[config.mk]
export PLATFORM = sky130hd
export DESIGN_NAME = sbs_ctrl
export DESIGN_NICKNAME = d
export VERILOG_FILES = /design/src/logic/sbs_pkg.sv /design/src/logic/sbs_ctrl.sv
export VERILOG_INCLUDE_DIRS = /design/src /design/src/logic
export SDC_FILE = /design/constraint.sdc
export NUM_CORES = 1
export LEC_CHECK = 0
export ABC_CLOCK_PERIOD_IN_PS = 5000
export BUFFER_PORTS_ARGS = -buffer_cell sky130_fd_sc_hd__buf_2
export CAP_MARGIN = 40
export CORE_ASPECT_RATIO = 0.8
export CORE_UTILIZATION = 40
export DETAILED_ROUTE_END_ITERATION = 12
export PLACE_DENSITY_LB_ADDON = 0.2
export SYNTH_ARGS = -nofsm -noshare
export SYNTH_HDL_FRONTEND = slang
export SYNTH_SLANG_ARGS = --single-unit
[constraint.sdc]
create_clock -name clk_sys -period 5 [get_ports clk_sys]
set_input_delay 1.5 -clock clk_sys [delete_from_list [all_inputs] [get_ports clk_sys]]
set_output_delay 1.5 -clock clk_sys [all_outputs]
set_load 0.1 [all_outputs]
[src/logic/sbs_regs.svh]
// timing counts and reset values for the burst sram control block
`ifndef SBS_REGS_SVH
`define SBS_REGS_SVH
`define SBS_ADDR_W 19
`define SBS_DATA_W 36
`define SBS_LANES 4
`define SBS_LANE_W 9
`define SBS_CLK_PERIOD_NS 4
`define SBS_SLEEP_ENTRY_CYC 2
`define SBS_SLEEP_RECOVERY_TIME_NS 40
`define SBS_SLEEP_RECOVERY_CYC ((`SBS_SLEEP_RECOVERY_TIME_NS + `SBS_CLK_PERIOD_NS - 1) / `SBS_CLK_PERIOD_NS)
`define SBS_BCNT_RST 2'h0
`endif

[src/logic/sbs_pkg.sv]
// types shared by the burst sram control block
package sbs_pkg;
	typedef enum logic [1:0] {
		SBS_CMD_DESEL = 2'b00,
		SBS_CMD_READ = 2'b01,
		SBS_CMD_WRITE = 2'b10,
		SBS_CMD_BURST = 2'b11
	} sbs_cmd_e;
	typedef enum logic [1:0] {
		SBS_PW_AWAKE = 2'b00,
		SBS_PW_ENTER = 2'b01,
		SBS_PW_SLEEP = 2'b10,
		SBS_PW_RECOVER = 2'b11
	} sbs_pw_e;
	typedef struct packed {
		logic [18:0] addr;
		logic [3:0] lane_we;
	} sbs_wr_s;
	typedef struct packed {
		logic [18:0] addr;
		logic [35:0] data;
		logic [3:0] lane_we;
	} sbs_mem_wr_s;
endpackage : sbs_pkg

[src/logic/sbs_ctrl.sv]
// command decode, burst addressing, data pipes and sleep for burst sram
//
// Operation
// - read begins at external address when selected
// - advance high continues burst, ignores selects
// - deselect continue only after deselect, bus off
// - selected write with lane enable begins write, except during recovery
// - write load with no lanes is a deselect
// - inactive chip select is power down deselect
// - read with output enable high is dummy
// - drivers off during write cycles
// - clock hold high freezes burst, read and write pipes
// - outputs high impedance at power up
// - two bit counter advances every continue
// - counter wraps after four addresses
// - linear order increments modulo four
// - interleaved order xors start with count
// - flow through low, pipelined by default
// - sleep after two cycles, recover after time
// - sleep deselects, ignores inputs, bus off
// - sleep and output enable asynchronous
// - load address low, advance counter high
// - pipelined read data one edge later
// - flow through one cycle shorter both ways
// - each lane enable writes its byte
`timescale 1ns/1ns
`include "sbs_regs.svh"
module sbs_ctrl (
	input wire logic clk_sys,
	input wire logic nrst,
	input wire logic clk_hold_n,
	input wire logic advance_load,
	input wire logic write_n,
	input wire logic [3:0] byte_lane_we_n,
	input wire logic chip_sel_first_n,
	input wire logic chip_sel_second,
	input wire logic chip_sel_third_n,
	input wire logic out_en_n,
	input wire logic sleep_req,
	input wire logic burst_order_linear_n,
	input wire logic flow_thru_sel_n,
	input wire logic [18:0] addr_in,
	input wire logic [35:0] dq_in,
	output logic [35:0] dq_out,
	output logic dq_oe,
	output logic sleep_active,
	output sbs_pkg::sbs_mem_wr_s mem_wr,
	output logic mem_wr_valid,
	input wire logic mem_wr_ready,
	output logic [18:0] mem_rd_addr,
	input wire logic [35:0] mem_rd_data
);
	import sbs_pkg::*;

	// ----------------------------------------
	// asynchronous pins through three flops
	// ----------------------------------------
	// sleep and output enable are caught in three stages; a change counts
	// once the last two agree, so a glitch on the pin never moves state
	logic [2:0] slp_sync_r;
	logic [2:0] oe_sync_r;
	logic slp_lvl_r;
	logic oen_lvl_r;
	always_ff @(posedge clk_sys) begin
		if (!nrst) begin
			slp_sync_r <= 3'h0;
			oe_sync_r <= 3'h7;
			slp_lvl_r <= 1'b0;
			oen_lvl_r <= 1'b1;
		end else begin
			slp_sync_r <= {slp_sync_r[1:0], sleep_req};
			oe_sync_r <= {oe_sync_r[1:0], out_en_n};
			if (slp_sync_r[2] == slp_sync_r[1])
				slp_lvl_r <= slp_sync_r[2];
			if (oe_sync_r[2] == oe_sync_r[1])
				oen_lvl_r <= oe_sync_r[2];
		end
	end

	// ----------------------------------------
	// sleep sequencing
	// ----------------------------------------
	localparam logic [7:0] ENTRY_CYC = 8'(`SBS_SLEEP_ENTRY_CYC);
	localparam logic [7:0] RECOV_CYC = 8'(`SBS_SLEEP_RECOVERY_CYC);
	// the request is seen only through the level flop, so a short pulse
	// on the pin never starts an entry
	sbs_pw_e pw_r, pw_nxt;
	logic [7:0] pw_cnt_r, pw_cnt_nxt;
	always_comb begin
		pw_nxt = pw_r;
		pw_cnt_nxt = pw_cnt_r;
		case (pw_r)
			SBS_PW_AWAKE: begin
				if (slp_lvl_r) begin
					pw_nxt = SBS_PW_ENTER;
					pw_cnt_nxt = 8'h1;
				end
			end
			SBS_PW_ENTER: begin
				if (!slp_lvl_r)
					pw_nxt = SBS_PW_AWAKE;
				else if (pw_cnt_r >= ENTRY_CYC)
					pw_nxt = SBS_PW_SLEEP;
				else
					pw_cnt_nxt = pw_cnt_r + 8'h1;
			end
			SBS_PW_SLEEP: begin
				if (!slp_lvl_r) begin
					pw_nxt = SBS_PW_RECOVER;
					pw_cnt_nxt = 8'h1;
				end
			end
			SBS_PW_RECOVER: begin
				if (slp_lvl_r)
					pw_nxt = SBS_PW_SLEEP;
				else if (pw_cnt_r >= RECOV_CYC)
					pw_nxt = SBS_PW_AWAKE;
				else
					pw_cnt_nxt = pw_cnt_r + 8'h1;
			end
			default: pw_nxt = SBS_PW_AWAKE;
		endcase
	end
	always_ff @(posedge clk_sys) begin
		if (!nrst) begin
			pw_r <= SBS_PW_AWAKE;
			pw_cnt_r <= 8'h0;
		end else begin
			pw_r <= pw_nxt;
			pw_cnt_r <= pw_cnt_nxt;
		end
	end
	wire asleep = (pw_r == SBS_PW_SLEEP);
	wire recovering = (pw_r == SBS_PW_RECOVER);

	// ----------------------------------------
	// command decode
	// ----------------------------------------
	wire selected = !chip_sel_first_n && chip_sel_second
		&& !chip_sel_third_n;
	wire any_lane = ~&byte_lane_we_n;
	wire edge_live = !clk_hold_n && !asleep;
	wire is_load = edge_live && !advance_load;
	wire is_cont = edge_live && advance_load;
	wire ld_read = is_load && selected && write_n;
	// write loads during recovery are refused; the host keeps to reads there
	wire ld_write = is_load && selected && !write_n && any_lane
		&& !recovering;
	wire ld_desel = is_load && !ld_read && !ld_write;
	// a load outside the select or with no lanes opens a deselect burst,
	// so the continues that follow stay off the bus
	sbs_cmd_e burst_kind_r;
	// continuation repeats the kind of the burst that was loaded
	wire cont_read = is_cont && burst_kind_r == SBS_CMD_READ;
	wire cont_write = is_cont && burst_kind_r == SBS_CMD_WRITE
		&& any_lane;
	// a continue after a deselect stays deselected, bus off
	wire cont_desel = is_cont && burst_kind_r == SBS_CMD_DESEL;

	// ----------------------------------------
	// burst address counter
	// ----------------------------------------
	logic [18:0] base_r;
	logic [1:0] bcnt_r;
	wire [1:0] bcnt_step = bcnt_r + 2'h1;
	wire [1:0] lin_lo = base_r[1:0] + bcnt_step;
	wire [1:0] ilv_lo = base_r[1:0] ^ bcnt_step;
	wire [1:0] next_lo = burst_order_linear_n ? ilv_lo : lin_lo;
	wire [18:0] next_addr = {base_r[18:2], next_lo};
	wire [18:0] acc_addr = is_load ? addr_in : next_addr;
	always_ff @(posedge clk_sys) begin
		if (!nrst) begin
			base_r <= 19'h0;
			bcnt_r <= `SBS_BCNT_RST;
			burst_kind_r <= SBS_CMD_DESEL;
		end else if (is_load) begin
			base_r <= addr_in;
			bcnt_r <= `SBS_BCNT_RST;
			burst_kind_r <= ld_desel ? SBS_CMD_DESEL :
				ld_read ? SBS_CMD_READ : SBS_CMD_WRITE;
		end else if (is_cont) begin
			bcnt_r <= bcnt_step;
		end
	end
	// the array is read in the command cycle, so this address is the one
	// output that cannot come from a flop
	assign mem_rd_addr = acc_addr;

	// ----------------------------------------
	// read data path
	// ----------------------------------------
	// stage 1 holds the word read at the command edge; in pipelined mode
	// it moves to stage 2 one edge later
	logic rd1_r, rd2_r;
	logic [35:0] rd1_d_r;
	logic [35:0] rd2_d_r;
	logic [35:0] dq_out_r;
	logic dq_oe_r;
	logic wr_busy;
	wire pipe_mode = flow_thru_sel_n;
	wire rd_now = ld_read || cont_read;
	always_ff @(posedge clk_sys) begin
		if (!nrst) begin
			rd1_r <= 1'b0;
			rd2_r <= 1'b0;
			rd1_d_r <= 36'h0;
			rd2_d_r <= 36'h0;
		end else if (!clk_hold_n) begin
			rd1_r <= rd_now;
			rd1_d_r <= mem_rd_data;
			rd2_r <= rd1_r && pipe_mode;
			rd2_d_r <= rd1_d_r;
		end
	end
	// flow-through feeds the output flop from stage 1, pipelined from
	// stage 2; the output flop adds the one edge both modes share
	wire [35:0] drv_data = pipe_mode ? rd2_d_r : rd1_d_r;
	wire drv_want = pipe_mode ? rd2_r : rd1_r;
	// write phases keep drivers off even with output enable tied low
	wire drv_ok = drv_want && !oen_lvl_r && !wr_busy && !asleep
		&& pw_r != SBS_PW_ENTER;
	always_ff @(posedge clk_sys) begin
		if (!nrst) begin
			dq_out_r <= 36'h0;
			dq_oe_r <= 1'b0;
		end else begin
			if (!clk_hold_n && drv_want)
				dq_out_r <= drv_data;
			dq_oe_r <= drv_ok;
		end
	end
	assign dq_out = dq_out_r;
	assign dq_oe = dq_oe_r;

	// ----------------------------------------
	// late write pipe
	// ----------------------------------------
	sbs_wr_s wp1_r, wp2_r;
	logic wv1_r, wv2_r;
	wire wr_now = ld_write || cont_write;
	wire wr_due = pipe_mode ? wv2_r : wv1_r;
	wire sbs_wr_s wr_due_s = pipe_mode ? wp2_r : wp1_r;
	assign wr_busy = wv1_r || wv2_r;
	always_ff @(posedge clk_sys) begin
		if (!nrst) begin
			wv1_r <= 1'b0;
			wv2_r <= 1'b0;
			wp1_r <= '0;
			wp2_r <= '0;
		end else if (!clk_hold_n) begin
			wv1_r <= wr_now;
			wp1_r <= '{addr: acc_addr, lane_we: ~byte_lane_we_n};
			wv2_r <= wv1_r && pipe_mode;
			wp2_r <= wp1_r;
		end
	end

	// two-entry buffer toward the memory array; a stall there holds words
	// a full buffer still takes a word when its head leaves in that cycle;
	// the host has no back-pressure, so a stall that outlasts the two
	// entries drops the late word
	logic [1:0] fcnt_r;
	logic fq_vld_r;
	sbs_mem_wr_s fq_r [2];
	wire pop = fq_vld_r && mem_wr_ready;
	wire push = wr_due && !clk_hold_n && (fcnt_r != 2'h2 || pop);
	wire [1:0] fcnt_nxt = fcnt_r + {1'b0, push} - {1'b0, pop};
	// the new word lands behind whatever stays after this cycle's pop
	wire fq_wi = pop ? fcnt_r[1] : fcnt_r[0];
	always_ff @(posedge clk_sys) begin
		if (!nrst) begin
			fcnt_r <= 2'h0;
			fq_vld_r <= 1'b0;
			fq_r[0] <= '0;
			fq_r[1] <= '0;
		end else begin
			if (pop)
				fq_r[0] <= fq_r[1];
			if (push)
				fq_r[fq_wi] <=
					'{addr: wr_due_s.addr, data: dq_in,
					lane_we: wr_due_s.lane_we};
			fcnt_r <= fcnt_nxt;
			fq_vld_r <= fcnt_nxt != 2'h0;
		end
	end
	assign mem_wr = fq_r[0];
	assign mem_wr_valid = fq_vld_r;

	// ----------------------------------------
	// status
	// ----------------------------------------
	// status follows the next state, so it rises on the entry edge itself
	logic sleep_r;
	always_ff @(posedge clk_sys) begin
		if (!nrst)
			sleep_r <= 1'b0;
		else
			sleep_r <= pw_nxt == SBS_PW_SLEEP;
	end
	assign sleep_active = sleep_r;
endmodule : sbs_ctrl

==> impl_metrics.ini <==
[outcome]
outcome = completed

[cells_and_area]
antennaDiodeCount = 0
multiInputGateArea_sq_um = 4780
regArea_sq_um = 7630
postLayoutCoreUtil = 0.501
nets = 1464
fillCellCount = 2867
layout_common_cells = dfxtp_1, buf_2, nor2_1, mux2i_1, edfxtp_1
final_common_cell = dfxtp_1
syn_to_final_growth_pct = 23.4
drive_gt1_frac = 0.237

[die]
die_area_sq_um = 32600
ios = 225
core-area_sq_um = 31400
dieWidth_um = 202
start_util = 0.406
num_rows = 58
die_h_um = 162

[clock_tree]
cts_buffers = 35
cts_buffer_depth = 3
cts_max_level = 2
cts_tree = yes
cts_sinks = 322
clk_pin_slew_ps = 60
clkLatencyLatePin_ps = 520
postCtsHoldBufs = 0
root_buffer = clkbuf_16
post_cts_buffers = 0
ctsResizeCount = 0

[power]
clock_power_share = 0.405
p_sw_mw = 1.74
pwr-share-seq = 0.456
p_comb_frac = 0.139
ir_drop_mv = 0.257
switching_share = 0.274
powerDensity_nw_per_um2 = 402
cellInternalPower_mw = 4.59
p_total_mw = 6.33
p_leak_nw = 6.79

[synth]
synth_cell_types = 44
yosys.area_share.simple = 0.157
synth_top_family_by_area = multiplexers
ys_seq_area_frac = 0.597
syn_inst = 1154
yosys_warnings = 0
synthAdderAreaFrac = 0.00392
synthTopCellsByArea = dfxtp_1, edfxtp_1, mux2i_1
synth_top_area_cell = dfxtp_1
synth_compound_area_frac = 0.0476
synth_top_area_frac = 0.320
synth-seq-cells = 322
synth_nets = 1266
synth_xor_area_frac = 0.00412
syn_area_per_cell_sq_um = 11.1
synth_area_sq_um = 12800
muxShareOfSynthArea = 0.159

[drt]
dr.first_iter.drc_count = 404
antenna_left = 0
post-route-drc-count = 0
totalWireLength_um = 27800
via_per_inst = 4.88
firstDrtPassIters = 4
wire_per_inst_um = 15.5
vias = 8778

[timing]
min_period_ps = 4410
min_period_over_period = 0.882
fin_skew_ps = 25.2
rsz0062_at_grt = no
slew_violations = 0
fin_setup_tns_ps = 0
slew_headroom = 0.415
worstMarginPinSlew_ps = 877
fmaxAchievable_mhz = 227
setup_viol = 0
timing_hold_violations_final = 0

[worst_hold_path]
hold_class = reg2reg

[setup_path]
crit_start = clk_hold_n
cp-end-kind = output port
endpoint = mem_rd_addr[11]
timing.rr.start = wv1_r
critical_path_class = in2out
required_ps = 3500
cp_max_fo = 24
r2r-end = fq_r[1][20]
cp-start-kind = primary input
r2r_slack_ps = 2520
critPathArrivalTime_ps = 2910
ff2ff_path_depth = 5

[job]
maxCapViolations = 0

[global_route]
grt_start_max_net_pins = 74
globalRouteTotalUtil = 0.169
grt_overflow = 0
grt_pass1_wl_um = 44600
grt_antenna_before_repair = 1
grt_pass1_vias = 8381

[place]
gp_congestion = 0.745
dp.final_hpwl_um = 17800
portBuffers = 224
-- sequential cells by signal, summed over array words and instances (netlist names), 2 cells and up --
| signal | count |
|---|---|
| rd2_d_r | 36 |
| burst_kind_r | 2 |
| wp2_r | 23 |
| pw_cnt_r | 8 |
| base_r | 19 |
| rd1_d_r | 36 |
| wp1_r | 23 |
| bcnt_r | 2 |
| dq_out | 36 |
| fcnt_r | 2 |
| fq_r | 118 |
| oe_sync_r | 3 |
| pw_r | 2 |
| slp_sync_r | 3 |
-- routing by layer --
metal  wire [um]  share of wire  GRT usage
met5          10        0.00036          0
met4         402          0.014     0.0451
met3        1630          0.059     0.0429
met2       12300           0.44      0.265
met1       13400           0.48      0.234
-- worst min path at each step --
stage             startpoint             to  slack (ps)  cells past startpoint
5_1_grt        slp_sync_r[0]  slp_sync_r[1]         450                      1
3_5_place_dp    oe_sync_r[0]   oe_sync_r[1]         400                      1
3_3_place_gp    oe_sync_r[0]   oe_sync_r[1]         400                      1
4_1_cts         oe_sync_r[0]   oe_sync_r[1]         410                      1
2_1_floorplan   oe_sync_r[0]   oe_sync_r[1]         390                      1
6_report        oe_sync_r[0]   oe_sync_r[1]         410                      1
-- worst max-delay path, cell delays in order --
cell and delay, ps:
buf_6 160, or3_1 380, buf_4 270, mux2_4 390, buf_12 170
-- stage by stage --
step	hold slack [ps]	instances	setup WS [ps]	area, sq um
finish	412	1798	588	15800
CTS	414	1798	589	15800
global placement	402	1730	617	14500
floorplan	386	1154	67.8	12800
global route	447	1798	565	15800
detailed placement	401	1735	594	14600
-- Yosys cell counts, drive strengths merged --
cell type    n
nor4         3
a41oi        1
buf         32
inv          6
nand2b       5
clkbuf      49
and2        62
dfxtp      204
or4          1
nor2       203
a211oi      38
o211ai       2
a31oi        1
xnor2        6
o21ai       30
mux2i      176
nand4b       1
and3         3
nor2b        2
a32oi        1
o21a         1
ha           4
nand3       65
o21bai       1
nand3b       4
mux2        19
nand4        1
or2          2
or3          1
edfxtp     118
o41ai        1
nor4b        1
nand2       89
a21oi       21
-- cell type report --
class | count | share of cell area
clock buffer | 52 | 0.0674
inverter | 6 | 0.00159
clock inverter | 11 | 0.00651
sequential | 322 | 0.484
multi-input combinational | 745 | 0.303
tap | 420 | 0.0334
timing repair buffer | 242 | 0.103
-- logic make-up after synthesis --
family,after synthesis
XOR/XNOR,6
flip-flops,322
AO/OA/AOI/OAI,97
adder cells (fa/ha/maj),4
AND/OR/NAND/NOR,443
buffers and inverters,87
multiplexers,195
-- power by group through the flow --
| stage | sequential [mW] | clock (mW) | combinational (mW) |
|---|---|---|---|
| after global routing | 2.90 | 2.74 | 0.921 |
| final | 2.89 | 2.57 | 0.878 |
| after detailed placement | 2.94 | 0 | 0.885 |
| after CTS | 2.89 | 2.65 | 0.887 |
| after floorplan | 3.26 | 0 | 0.338 |
| after global placement | 2.94 | 0 | 0.876 |
Note: power is estimated with default switching activity, not from simulation.
